## config.mk

```make
export PLATFORM = sky130hd
export DESIGN_NAME = abw_sequencer
export DESIGN_NICKNAME = d
export VERILOG_FILES = /design/src/abw_pkg.sv /design/src/abw_fifo.sv /design/src/abw_sequencer.sv
export SDC_FILE = /design/constraint.sdc
export NUM_CORES = 2
export LEC_CHECK = 0
export BUFFER_PORTS_ARGS = -buffer_cell sky130_fd_sc_hd__clkbuf_2
export CAP_MARGIN = 20
export CORE_MARGIN = 2
export CORE_UTILIZATION = 54
export DETAILED_ROUTE_END_ITERATION = 10
export GPL_TIMING_DRIVEN = 1
export HOLD_SLACK_MARGIN = 0.08
export PLACE_DENSITY = 0.82
export SETUP_SLACK_MARGIN = 0.3
export SLEW_MARGIN = 15
export SYNTH_ARGS = -nofsm -noshare
export SYNTH_HDL_FRONTEND = slang
export SYNTH_SLANG_ARGS = --single-unit
```

## constraint.sdc

```tcl
create_clock -name clock -period 5.64 [get_ports clock]
set_input_delay 0.282 -clock clock [delete_from_list [all_inputs] [get_ports clock]]
set_output_delay 0.282 -clock clock [all_outputs]
set_load 0.005 [all_outputs]
```

## src/abw_pkg.sv

```systemverilog
// Shared types and constants for the asynchronous bus write and locked
// read-modify-write sequencer.
// Assumes a single processor-side clock; bus inputs arrive synchronous to it.
package abw_pkg;

    // Operations that the core hands to the sequencer
    typedef enum logic [1:0] {
        ABW_OP_WRITE = 2'h0,
        ABW_OP_TEST_SET = 2'h1,
        ABW_OP_CAS = 2'h2,
        ABW_OP_DUAL_CAS = 2'h3
    } abw_op_type;

    // One request: a plain write or a locked operation
    typedef struct packed {
        abw_op_type op;
        logic [31:0] addr;
        logic [31:0] addr2;
        logic [2:0] space;
        logic [1:0] size;
        logic [31:0] wdata;
        logic [31:0] wdata2;
        logic [31:0] cmp;
        logic [31:0] cmp2;
    } abw_req_type;

    // Result of a locked operation
    typedef struct packed {
        logic swapped;
        logic [31:0] rdata;
        logic [31:0] rdata2;
    } abw_rsp_type;

    // Bus sequencer states, one-hot
    typedef enum logic [10:0] {
        ABW_ST_IDLE = 11'h001,
        ABW_ST_PREP = 11'h002,
        ABW_ST_S0 = 11'h004,
        ABW_ST_S1 = 11'h008,
        ABW_ST_S2 = 11'h010,
        ABW_ST_S3 = 11'h020,
        ABW_ST_SW1 = 11'h040,
        ABW_ST_SW2 = 11'h080,
        ABW_ST_S4 = 11'h100,
        ABW_ST_S5 = 11'h200,
        ABW_ST_MOD = 11'h400
    } abw_state_type;

    // Operand phases of one operation, one-hot
    typedef enum logic [3:0] {
        ABW_PH_RD1 = 4'h1,
        ABW_PH_RD2 = 4'h2,
        ABW_PH_WR1 = 4'h4,
        ABW_PH_WR2 = 4'h8
    } abw_phase_type;

    localparam int ABW_REQ_BITS = $bits(abw_req_type);
    localparam int ABW_FIFO_DEPTH = 4;
    localparam logic [31:0] ABW_ADDR_MASK_FULL = 32'hFFFFFFFF;
    localparam logic [31:0] ABW_ADDR_MASK_REDUCED = 32'h00FFFFFF;
    localparam logic [31:0] ABW_TEST_SET_BIT = 32'h00000080;
    localparam logic [2:0] ABW_PORT_32 = 3'h4;
    localparam logic [2:0] ABW_PORT_16 = 3'h2;
    localparam logic [2:0] ABW_PORT_8 = 3'h1;
    localparam logic [2:0] ABW_BYTES_LONG = 3'h4;
    localparam logic [1:0] ABW_SIZE_LONG = 2'h0;
    localparam logic [2:0] ABW_SPACE_RESET = 3'h0;

endpackage

```

## src/abw_fifo.sv

```systemverilog
// Request FIFO: flip-flop storage, valid/ready on both sides.
// Assumes DEPTH is a power of two; in_ready comes from a flop.
`timescale 1ns/1ps
module abw_fifo #(
    parameter int WIDTH = 8,
    parameter int DEPTH = 4
) (
    input wire logic clock,
    input wire logic reset_n,
    input wire logic in_valid,
    output logic in_ready,
    input wire logic [WIDTH-1:0] in_data,
    output logic out_valid,
    input wire logic out_ready,
    output logic [WIDTH-1:0] out_data
);
    localparam int PW = $clog2(DEPTH);
    localparam logic [PW:0] DEPTH_COUNT = (PW+1)'(DEPTH);

    logic [WIDTH-1:0] store [DEPTH];
    logic [PW-1:0] wr_ptr;
    logic [PW-1:0] rd_ptr;
    logic [PW:0] count;
    logic full;
    wire push = in_valid && !full;
    wire pop = out_valid && out_ready;
    wire [PW:0] next_count = count + (PW+1)'(push) - (PW+1)'(pop);

    // Pointers, fill level and registered room flag, so ready leaves a flop
    always_ff @(posedge clock) begin
        if (!reset_n) begin
            wr_ptr <= '0;
            rd_ptr <= '0;
            count <= '0;
            in_ready <= 1'b1;
        end else begin
            if (push) wr_ptr <= wr_ptr + 1'b1;
            if (pop) rd_ptr <= rd_ptr + 1'b1;
            count <= next_count;
            in_ready <= (next_count != DEPTH_COUNT);
        end
    end

    // Entry storage, one flop row per entry
    for (genvar i = 0; i < DEPTH; i++) begin : g_entry
        always_ff @(posedge clock) begin
            if (push && wr_ptr == PW'(i)) store[i] <= in_data;
        end
    end

    assign full = !in_ready;
    assign out_valid = (count != '0);
    assign out_data = store[rd_ptr];
endmodule

```

## src/abw_sequencer.sv

```systemverilog
// Bus-master sequencer for write cycles and locked read-modify-write
// operations on a nonmultiplexed asynchronous address/data bus.
// Assumes one bus state per clock, slave inputs synchronous to clock.
//
// Overview of operation
// - S0 drives address, space, direction low, size
// - S0 pulses cycle start, operand start on first
// - Address strobe asserted from S1
// - Full variant enables data buffers in S1
// - Cycle and operand start negated in S1
// - Write data driven from S2
// - Acknowledges sampled at end of S2
// - Data strobe asserted from S3
// - Early acknowledge ends cycle without wait states
// - No acknowledge inserts waits, keep sampling
// - S4 changes no control signal
// - S5 negates strobes, holds address and data
// - S5 keeps direction, size, space, buffer enable
// - Lock held through whole locked sequence
// - No bus grant during locked sequence
// - Only locked ops; failed compare skips write
// - Reduced variant drives 24-bit address only
// - Reduced variant lacks start strobes, buffer enable
// - Read direction until write S0, data later
// - Lock asserted from first read S0
`timescale 1ns/1ps
module abw_sequencer #(
    parameter bit REDUCED = 1'b0
) (
    input wire logic clock,
    input wire logic reset_n,
    input wire logic req_valid,
    output logic req_ready,
    input wire abw_pkg::abw_req_type req_data,
    output logic rsp_valid,
    output abw_pkg::abw_rsp_type rsp_data,
    output logic [31:0] addr,
    output logic [2:0] space_code,
    output logic read_write,
    output logic xfer_size_hi,
    output logic xfer_size_lo,
    output logic addr_strobe_n,
    output logic data_strobe_n,
    output logic data_buffer_enable_n,
    output logic ext_cycle_start_n,
    output logic operand_cycle_start_n,
    output logic locked_cycle_n,
    output logic [31:0] data_out,
    output logic data_oe,
    input wire logic [31:0] data_in,
    input wire logic xfer_ack_hi_n,
    input wire logic xfer_ack_lo_n,
    input wire logic bus_request_n,
    output logic bus_grant_n
);
    import abw_pkg::*;

    logic fifo_valid;
    logic fifo_ready;
    logic [ABW_REQ_BITS-1:0] fifo_bits;
    abw_req_type fifo_req;

    abw_fifo #(.WIDTH(ABW_REQ_BITS), .DEPTH(ABW_FIFO_DEPTH)) u_fifo (
        .clock(clock),
        .reset_n(reset_n),
        .in_valid(req_valid),
        .in_ready(req_ready),
        .in_data(req_data),
        .out_valid(fifo_valid),
        .out_ready(fifo_ready),
        .out_data(fifo_bits)
    );
    assign fifo_req = abw_req_type'(fifo_bits);

    abw_state_type state, next_state;
    abw_phase_type phase, next_phase;
    abw_req_type op_q, next_op;
    logic [31:0] cur_addr, next_addr;
    logic [2:0] rem, next_rem;
    logic [31:0] wbuf, next_wbuf;
    logic [31:0] acc, next_acc;
    logic [31:0] read1, next_read1;
    logic [2:0] port_q, next_port;
    logic ack_flag, next_ack_flag;
    logic first, next_first;
    logic rmw, next_rmw;
    logic next_rsp_valid;

    // Acknowledge decode and port width
    wire ack_seen = !xfer_ack_hi_n || !xfer_ack_lo_n;
    wire [2:0] port_now = (!xfer_ack_hi_n && !xfer_ack_lo_n) ? ABW_PORT_32 :
                          (!xfer_ack_hi_n) ? ABW_PORT_16 : ABW_PORT_8;

    // Bytes moved by this cycle: bounded by port room and what is left
    wire [1:0] port_off = cur_addr[1:0] & (port_q[1:0] - 2'h1);
    wire [2:0] port_room = port_q - {1'b0, port_off};
    wire [2:0] taken = (rem < port_room) ? rem : port_room;
    wire [5:0] taken_sh = {taken, 3'b000};
    wire [31:0] rd_shifted = data_in << {port_off, 3'b000};
    wire [5:0] keep_sh = {ABW_BYTES_LONG - taken, 3'b000};
    wire [31:0] rd_got = rd_shifted >> keep_sh;

    // Phase loading values
    wire second = (phase == ABW_PH_RD2) || (phase == ABW_PH_WR2);
    wire is_write_ph = (phase == ABW_PH_WR1) || (phase == ABW_PH_WR2);
    wire [2:0] op_bytes = (op_q.size == ABW_SIZE_LONG) ? ABW_BYTES_LONG : {1'b0, op_q.size};
    wire [31:0] wr_value = (phase == ABW_PH_WR2) ? op_q.wdata2 :
                           (op_q.op == ABW_OP_TEST_SET) ? (read1 | ABW_TEST_SET_BIT) : op_q.wdata;
    wire [5:0] just_sh = {ABW_BYTES_LONG - op_bytes, 3'b000};
    wire hit1 = (read1 == op_q.cmp);
    wire hit2 = (acc == op_q.cmp2);
    wire do_swap = (op_q.op == ABW_OP_TEST_SET) || ((op_q.op == ABW_OP_CAS) && hit1) ||
                   ((op_q.op == ABW_OP_DUAL_CAS) && hit1 && hit2);
    wire last_cycle = (rem == taken);
    assign fifo_ready = (state == ABW_ST_IDLE) && bus_request_n;

    // Next-state and datapath sequencing
    always_comb begin
        next_state = state;
        next_phase = phase;
        next_op = op_q;
        next_addr = cur_addr;
        next_rem = rem;
        next_wbuf = wbuf;
        next_acc = acc;
        next_read1 = read1;
        next_port = port_q;
        next_ack_flag = ack_flag;
        next_first = first;
        next_rmw = rmw;
        next_rsp_valid = 1'b0;
        case (state)
            ABW_ST_IDLE: begin
                // Another master asking for the bus holds us idle
                if (fifo_valid && bus_request_n) begin
                    next_op = fifo_req;
                    next_rmw = (fifo_req.op != ABW_OP_WRITE);
                    next_phase = (fifo_req.op == ABW_OP_WRITE) ? ABW_PH_WR1 : ABW_PH_RD1;
                    next_state = ABW_ST_PREP;
                end
            end
            ABW_ST_PREP: begin
                next_addr = second ? op_q.addr2 : op_q.addr;
                next_rem = op_bytes;
                next_wbuf = wr_value << just_sh; // Operand left-justified
                next_acc = '0;
                next_first = 1'b1;
                next_state = ABW_ST_S0;
            end
            ABW_ST_S0: next_state = ABW_ST_S1;
            ABW_ST_S1: next_state = ABW_ST_S2;
            ABW_ST_S2: begin
                next_ack_flag = ack_seen;
                if (ack_seen) next_port = port_now;
                next_state = ABW_ST_S3;
            end
            ABW_ST_S3: next_state = ack_flag ? ABW_ST_S4 : ABW_ST_SW1;
            ABW_ST_SW1: next_state = ABW_ST_SW2;
            ABW_ST_SW2: begin
                // Wait states resample on every falling-edge slot
                if (ack_seen) begin
                    next_port = port_now;
                    next_state = ABW_ST_S4;
                end else begin
                    next_state = ABW_ST_SW1;
                end
            end
            ABW_ST_S4: begin
                if (!is_write_ph) next_acc = (acc << taken_sh) | rd_got;
                next_state = ABW_ST_S5;
            end
            ABW_ST_S5: begin
                next_rem = rem - taken;
                next_addr = cur_addr + {29'h0, taken};
                next_wbuf = wbuf << taken_sh;
                next_first = 1'b0;
                next_ack_flag = 1'b0;
                if (!last_cycle) begin
                    next_state = ABW_ST_S0;
                end else begin
                    case (phase)
                        ABW_PH_RD1: begin
                            next_read1 = acc;
                            next_phase = ABW_PH_RD2;
                            next_state = (op_q.op == ABW_OP_DUAL_CAS) ? ABW_ST_PREP : ABW_ST_MOD;
                        end
                        ABW_PH_RD2: next_state = ABW_ST_MOD;
                        ABW_PH_WR1: begin
                            next_phase = ABW_PH_WR2;
                            next_state = (op_q.op == ABW_OP_DUAL_CAS) ? ABW_ST_PREP : ABW_ST_IDLE;
                        end
                        default: next_state = ABW_ST_IDLE;
                    endcase
                    if (next_state == ABW_ST_IDLE) next_rmw = 1'b0;
                end
            end
            ABW_ST_MOD: begin
                next_rsp_valid = 1'b1;
                next_phase = ABW_PH_WR1;
                if (do_swap) begin
                    next_state = ABW_ST_PREP;
                end else begin
                    next_state = ABW_ST_IDLE;
                    next_rmw = 1'b0;
                end
            end
            default: next_state = ABW_ST_IDLE;
        endcase
    end

    // Output decode from the coming state
    wire n_cycle = (next_state == ABW_ST_S0) || (next_state == ABW_ST_S1) || (next_state == ABW_ST_S2) ||
                   (next_state == ABW_ST_S3) || (next_state == ABW_ST_SW1) || (next_state == ABW_ST_SW2) ||
                   (next_state == ABW_ST_S4) || (next_state == ABW_ST_S5);
    wire n_wr = n_cycle && ((next_phase == ABW_PH_WR1) || (next_phase == ABW_PH_WR2));
    wire n_mid = (next_state == ABW_ST_S3) || (next_state == ABW_ST_SW1) ||
                 (next_state == ABW_ST_SW2) || (next_state == ABW_ST_S4);
    wire n_as = n_mid || (next_state == ABW_ST_S1) || (next_state == ABW_ST_S2);
    wire n_dstb = n_wr ? n_mid : n_as;
    wire n_bufen = n_wr ? (n_as || (next_state == ABW_ST_S5)) : (n_mid || (next_state == ABW_ST_S2));
    wire n_data = n_wr && (n_mid || (next_state == ABW_ST_S2) || (next_state == ABW_ST_S5));
    wire n_s0 = (next_state == ABW_ST_S0);
    wire [31:0] addr_mask = REDUCED ? ABW_ADDR_MASK_REDUCED : ABW_ADDR_MASK_FULL;
    wire [31:0] lane_data = next_wbuf >> {next_addr[1:0], 3'b000};

    // Sequencer registers
    always_ff @(posedge clock) begin
        if (!reset_n) begin
            state <= ABW_ST_IDLE;
            phase <= ABW_PH_WR1;
            op_q <= '0;
            cur_addr <= '0;
            rem <= '0;
            wbuf <= '0;
            acc <= '0;
            read1 <= '0;
            port_q <= ABW_PORT_32;
            ack_flag <= 1'b0;
            first <= 1'b0;
            rmw <= 1'b0;
        end else begin
            state <= next_state;
            phase <= next_phase;
            op_q <= next_op;
            cur_addr <= next_addr;
            rem <= next_rem;
            wbuf <= next_wbuf;
            acc <= next_acc;
            read1 <= next_read1;
            port_q <= next_port;
            ack_flag <= next_ack_flag;
            first <= next_first;
            rmw <= next_rmw;
        end
    end

    // Bus strobes; S4 and S5 keep what S3 set apart from the negations
    always_ff @(posedge clock) begin
        if (!reset_n) begin
            addr_strobe_n <= 1'b1;
            data_strobe_n <= 1'b1;
            data_buffer_enable_n <= 1'b1;
            ext_cycle_start_n <= 1'b1;
            operand_cycle_start_n <= 1'b1;
            locked_cycle_n <= 1'b1;
            data_oe <= 1'b0;
            read_write <= 1'b1;
            bus_grant_n <= 1'b1;
        end else begin
            addr_strobe_n <= !n_as;
            data_strobe_n <= !n_dstb;
            data_buffer_enable_n <= REDUCED || !n_bufen;
            ext_cycle_start_n <= REDUCED || !n_s0;
            operand_cycle_start_n <= REDUCED || !(n_s0 && next_first);
            locked_cycle_n <= !(next_rmw && (n_s0 || !locked_cycle_n)); // Lock starts at read S0
            data_oe <= n_data;
            read_write <= !n_wr;
            bus_grant_n <= !(!bus_request_n && !next_rmw && next_state == ABW_ST_IDLE);
        end
    end

    // Address, space, size and data: loaded at cycle start, held otherwise
    always_ff @(posedge clock) begin
        if (!reset_n) begin
            addr <= '0;
            space_code <= ABW_SPACE_RESET;
            xfer_size_hi <= 1'b0;
            xfer_size_lo <= 1'b0;
            data_out <= '0;
        end else if (n_s0) begin
            addr <= next_addr & addr_mask;
            space_code <= next_op.space;
            xfer_size_hi <= next_rem[1];
            xfer_size_lo <= next_rem[0];
            data_out <= lane_data;
        end
    end

    // Locked-operation result
    always_ff @(posedge clock) begin
        if (!reset_n) begin
            rsp_valid <= 1'b0;
            rsp_data <= '0;
        end else begin
            rsp_valid <= next_rsp_valid;
            if (next_rsp_valid) begin
                rsp_data.swapped <= do_swap;
                rsp_data.rdata <= read1;
                rsp_data.rdata2 <= acc;
            end
        end
    end
endmodule
```

==> results.md <==
- H-tree Lvls: 4
- Yosys reg bits: 1300
- Crit-path max FO: 22
- Lkg Pwr: 21.5 nW
- First-pass GRT wire length: 223000 µm
- I/O pin count: 382
- Routed length per instance: about 25 µm
- Worst R2R Start: cur_addr[0]$_SDFF_PN0_
- Drt drc: 0
- P_sw: roughly 7.2 mW
- Distinct cell type count after synthesis: 92
- CP Class: flip-flop to flip-flop
- Uppermost layer routed: met5
- Crit. End Element: flip-flop
- Part of the power in combinational logic: about a fifth
- Global-route usage over all layers: 29.9%
- Starting Density: 54.7%
- Final worst path period need: 4890 ps
- DRT Wirelength: 150000 µm
- Synthesis Warnings: 0
- Hold Worst Slack: 181 ps
- Max Clock Skew: 34.7 ps
- Outcome: complete, no violations
- Cell Area, Synth: 52100 µm²
- Avg Cell Area, Syn: 12.8 µm²
- Seq/Total Area, Yosys: 65.3%
- FMAX: 204 MHz
- CTS Sinks: 1300
- Crit path from: cur_addr[0]$_SDFF_PN0_
- Internal power: 18.3 mW
- Pwr Density: 414 nW/µm²
- Initial antenna violation count: 13
- Die area: 99000 µm²
- Die width: 315 µm
- Largest net degree at the start of global routing: 145
- Pre-CTS setup slack: approximately 650 ps
- Hold crit path type: input port to flip-flop
- PnR Total Power: ~26 mW
- DR WL met2: 70700 µm
- Slew HR: 20.9%
- Num CTS Buffers: 133
- Worst-Margin Slew: 1190 ps
- Vias/cell: just over 6
- Power share of the clock group: 34.0%
- Row cnt: around 110
- Layout cells sized above 1: 19.9%
- Final ANT Viol Nets: 0
- Peak supply drop: 0.350 mV
- Final setup fails: 0
- Layout Nets: 4834
- Syn Nets: around 4300
- Core ar.: around 95000 µm²
- RePlAce Congestion: 0.916
- Top_reg_cell synth: edfxtp_1
- Clock buffer depth: 3
- Startpoint Class: flip-flop
- Dpl hpwl: between 90000 and 100000 µm
- Vias: 36800
- Maxcap violations: 0
- CP arrival: 5550 ps
- Number of detailed-route iterations in the first pass: 6
- Worst setup slack after layout: 750 ps
- Setup TNS: 0 ps
- Drt initial violations: 4786
- Die H: 315 µm
- Seq pwr share: 47.2%
- EDFF count, synth: 796
- Cell count after synthesis: roughly 4000
- Metal3 WL: 15200 µm
- RSZ-0062 raised after global routing: false
- Hold_sp: data_in[31]
- Switching Fraction: around 28%
- Clk Latency, worst-skew pair: 750 ps
- I/O Buffers: 381
- Hold Fails Final Rpt: 0
- CTS tree: built
- Vias in the first global route: 35600
- Synth async-reset ratio: 0%
- CP Data Required Time: 6300 ps
- Fill cells: 6781
- WL met1: 57300 µm
- Clock-pin slew on the worst setup and hold paths: ~60 ps
- Area grow syn2layout: 18.2%
- Most frequent cells in the layout: nand2_1, edfxtp_1, dfxtp_1, a21oi_1, clkbuf_2
- Max-slew violations: 0
- Gr ovfl total: 0
- Fin crit share: 86.7%
- Root Driver: clkbuf_16
## layer usage
layer | up-vias | track usage [%]
met4 | 2 | 13.1
met2 | 2146 | 46.9
met1 | 18100 | 39.8
met5 | - | 0
met3 | 364 | 7.33
li1 | 16100 | -
## power groups by stage
stage / combinational (mW) / clock, mW / sequential, mW
2_1_floorplan: 3.32 / 0 / 12.0
3_3_place_gp: 4.56 / 0 / 12.1
3_5_place_dp: 4.62 / 0 / 12.2
4_1_cts: 4.79 / 8.71 / 12.0
5_1_grt: 5.17 / 9.10 / 12.1
6_report: 4.80 / 8.67 / 12.1
## worst max-delay path, cell delays in order (launching register included)
cell and delay (ps):
dfxtp_1 430, nor2b_2 210, inv_1 70, ha_1 190
a21oi_1 150, xor2_1 240, ha_1 300, o21ba_2 260
o31ai_1 70, a22o_1 240, buf_4 220, inv_1 130
buf_4 340, ha_1 310, nand3b_1 260, nand2_1 190
a21o_2 450, nor2_1 240, nand2_1 200, o21ai_0 200
and2_1 130
## sequential cells by signal, summed over array words and instances, names as in the netlist, 4 cells and up, named ones only
| register | flops |
|---|---|
| acc | 32 |
| phase | 4 |
| addr | 32 |
| read1 | 32 |
| cur_addr | 32 |
| op_q | 199 |
| data_out | 32 |
| wbuf | 32 |
| rsp_data | 65 |
| u_fifo.store | 796 |
| state | 11 |
## timing repair
| action | in CTS | in global routing |
|---|---|---|
| setup endpoints to repair | 0 | 9 |
| hold endpoints to repair | 813 | 0 |
| gates resized for setup | 0 | 3 |
| setup buffers | 0 | 0 |
| hold buffers | 213 | 0 |
## metrics by stage
step	util (%)	instances	instance area [µm²]
6_report	64.6	5965	61600
3_5_place_dp	57.8	5491	55100
5_1_grt	64.6	5965	61600
4_1_cts	64.6	5952	61500
3_3_place_gp	57.8	5491	55100
2_1_floorplan	-	4066	52100
## worst paths after layout
check | cells after the start | endpoint | slack, ps
max reg2reg | 20 | data_out[31]$_SDFFE_PN0N_ | 750
min reg2reg | 2 | op_q[95]$_SDFFE_PN0P_ | 460
max | 20 | data_out[31]$_SDFFE_PN0N_ | 750
min | 6 | acc[7]$_SDFFE_PN0P_ | 180
## layout make-up
class / instances / area (µm²) / area share [%]
timing repair buffer: 655 / 4590 / 7.45
tap: 1265 / 1580 / 2.57
multi-input combinational: 2454 / 16900 / 27.5
inverter: 32 / 133 / 0.215
clock inverter: 69 / 628 / 1.02
antenna: 11 / 27.5 / 0.0447
clock buffer: 179 / 3690 / 5.98
sequential: 1300 / 34000 / 55.2
## kinds of logic after synthesis
kind of cell | after synthesis | synth area share, %
muxes | 293 | 10.6
adders and majority gates | 21 | 0.548
buffers and inverters | 312 | 2.40
xor gates and xnor gates | 84 | 1.41
DFF | 1300 | 65.3
and+or+nand+nor | 1265 | 10.4
AOI/OAI and AO/OA | 791 | 9.37
## Yosys cell counts, drive strengths merged (19+ instances only)
library cell	number	area, µm²
and2	26	163
a31oi	22	138
edfxtp	796	23900
o21ai	88	448
a22oi	43	323
buf	50	267
nand2	797	3000
a221oi	27	249
mux2i	68	681
xnor2	22	193
nor2	215	817
nand3	30	150
a21oi	424	2130
xor2	62	543
mux2	19	225
a211oi	43	323
o22ai	25	156
inv	31	116
dfxtp	504	10100
mux4	206	4640
clkbuf	230	863
nor3	63	320
nor4	27	196
No activity file was read; power rests on OpenSTA's default activity.
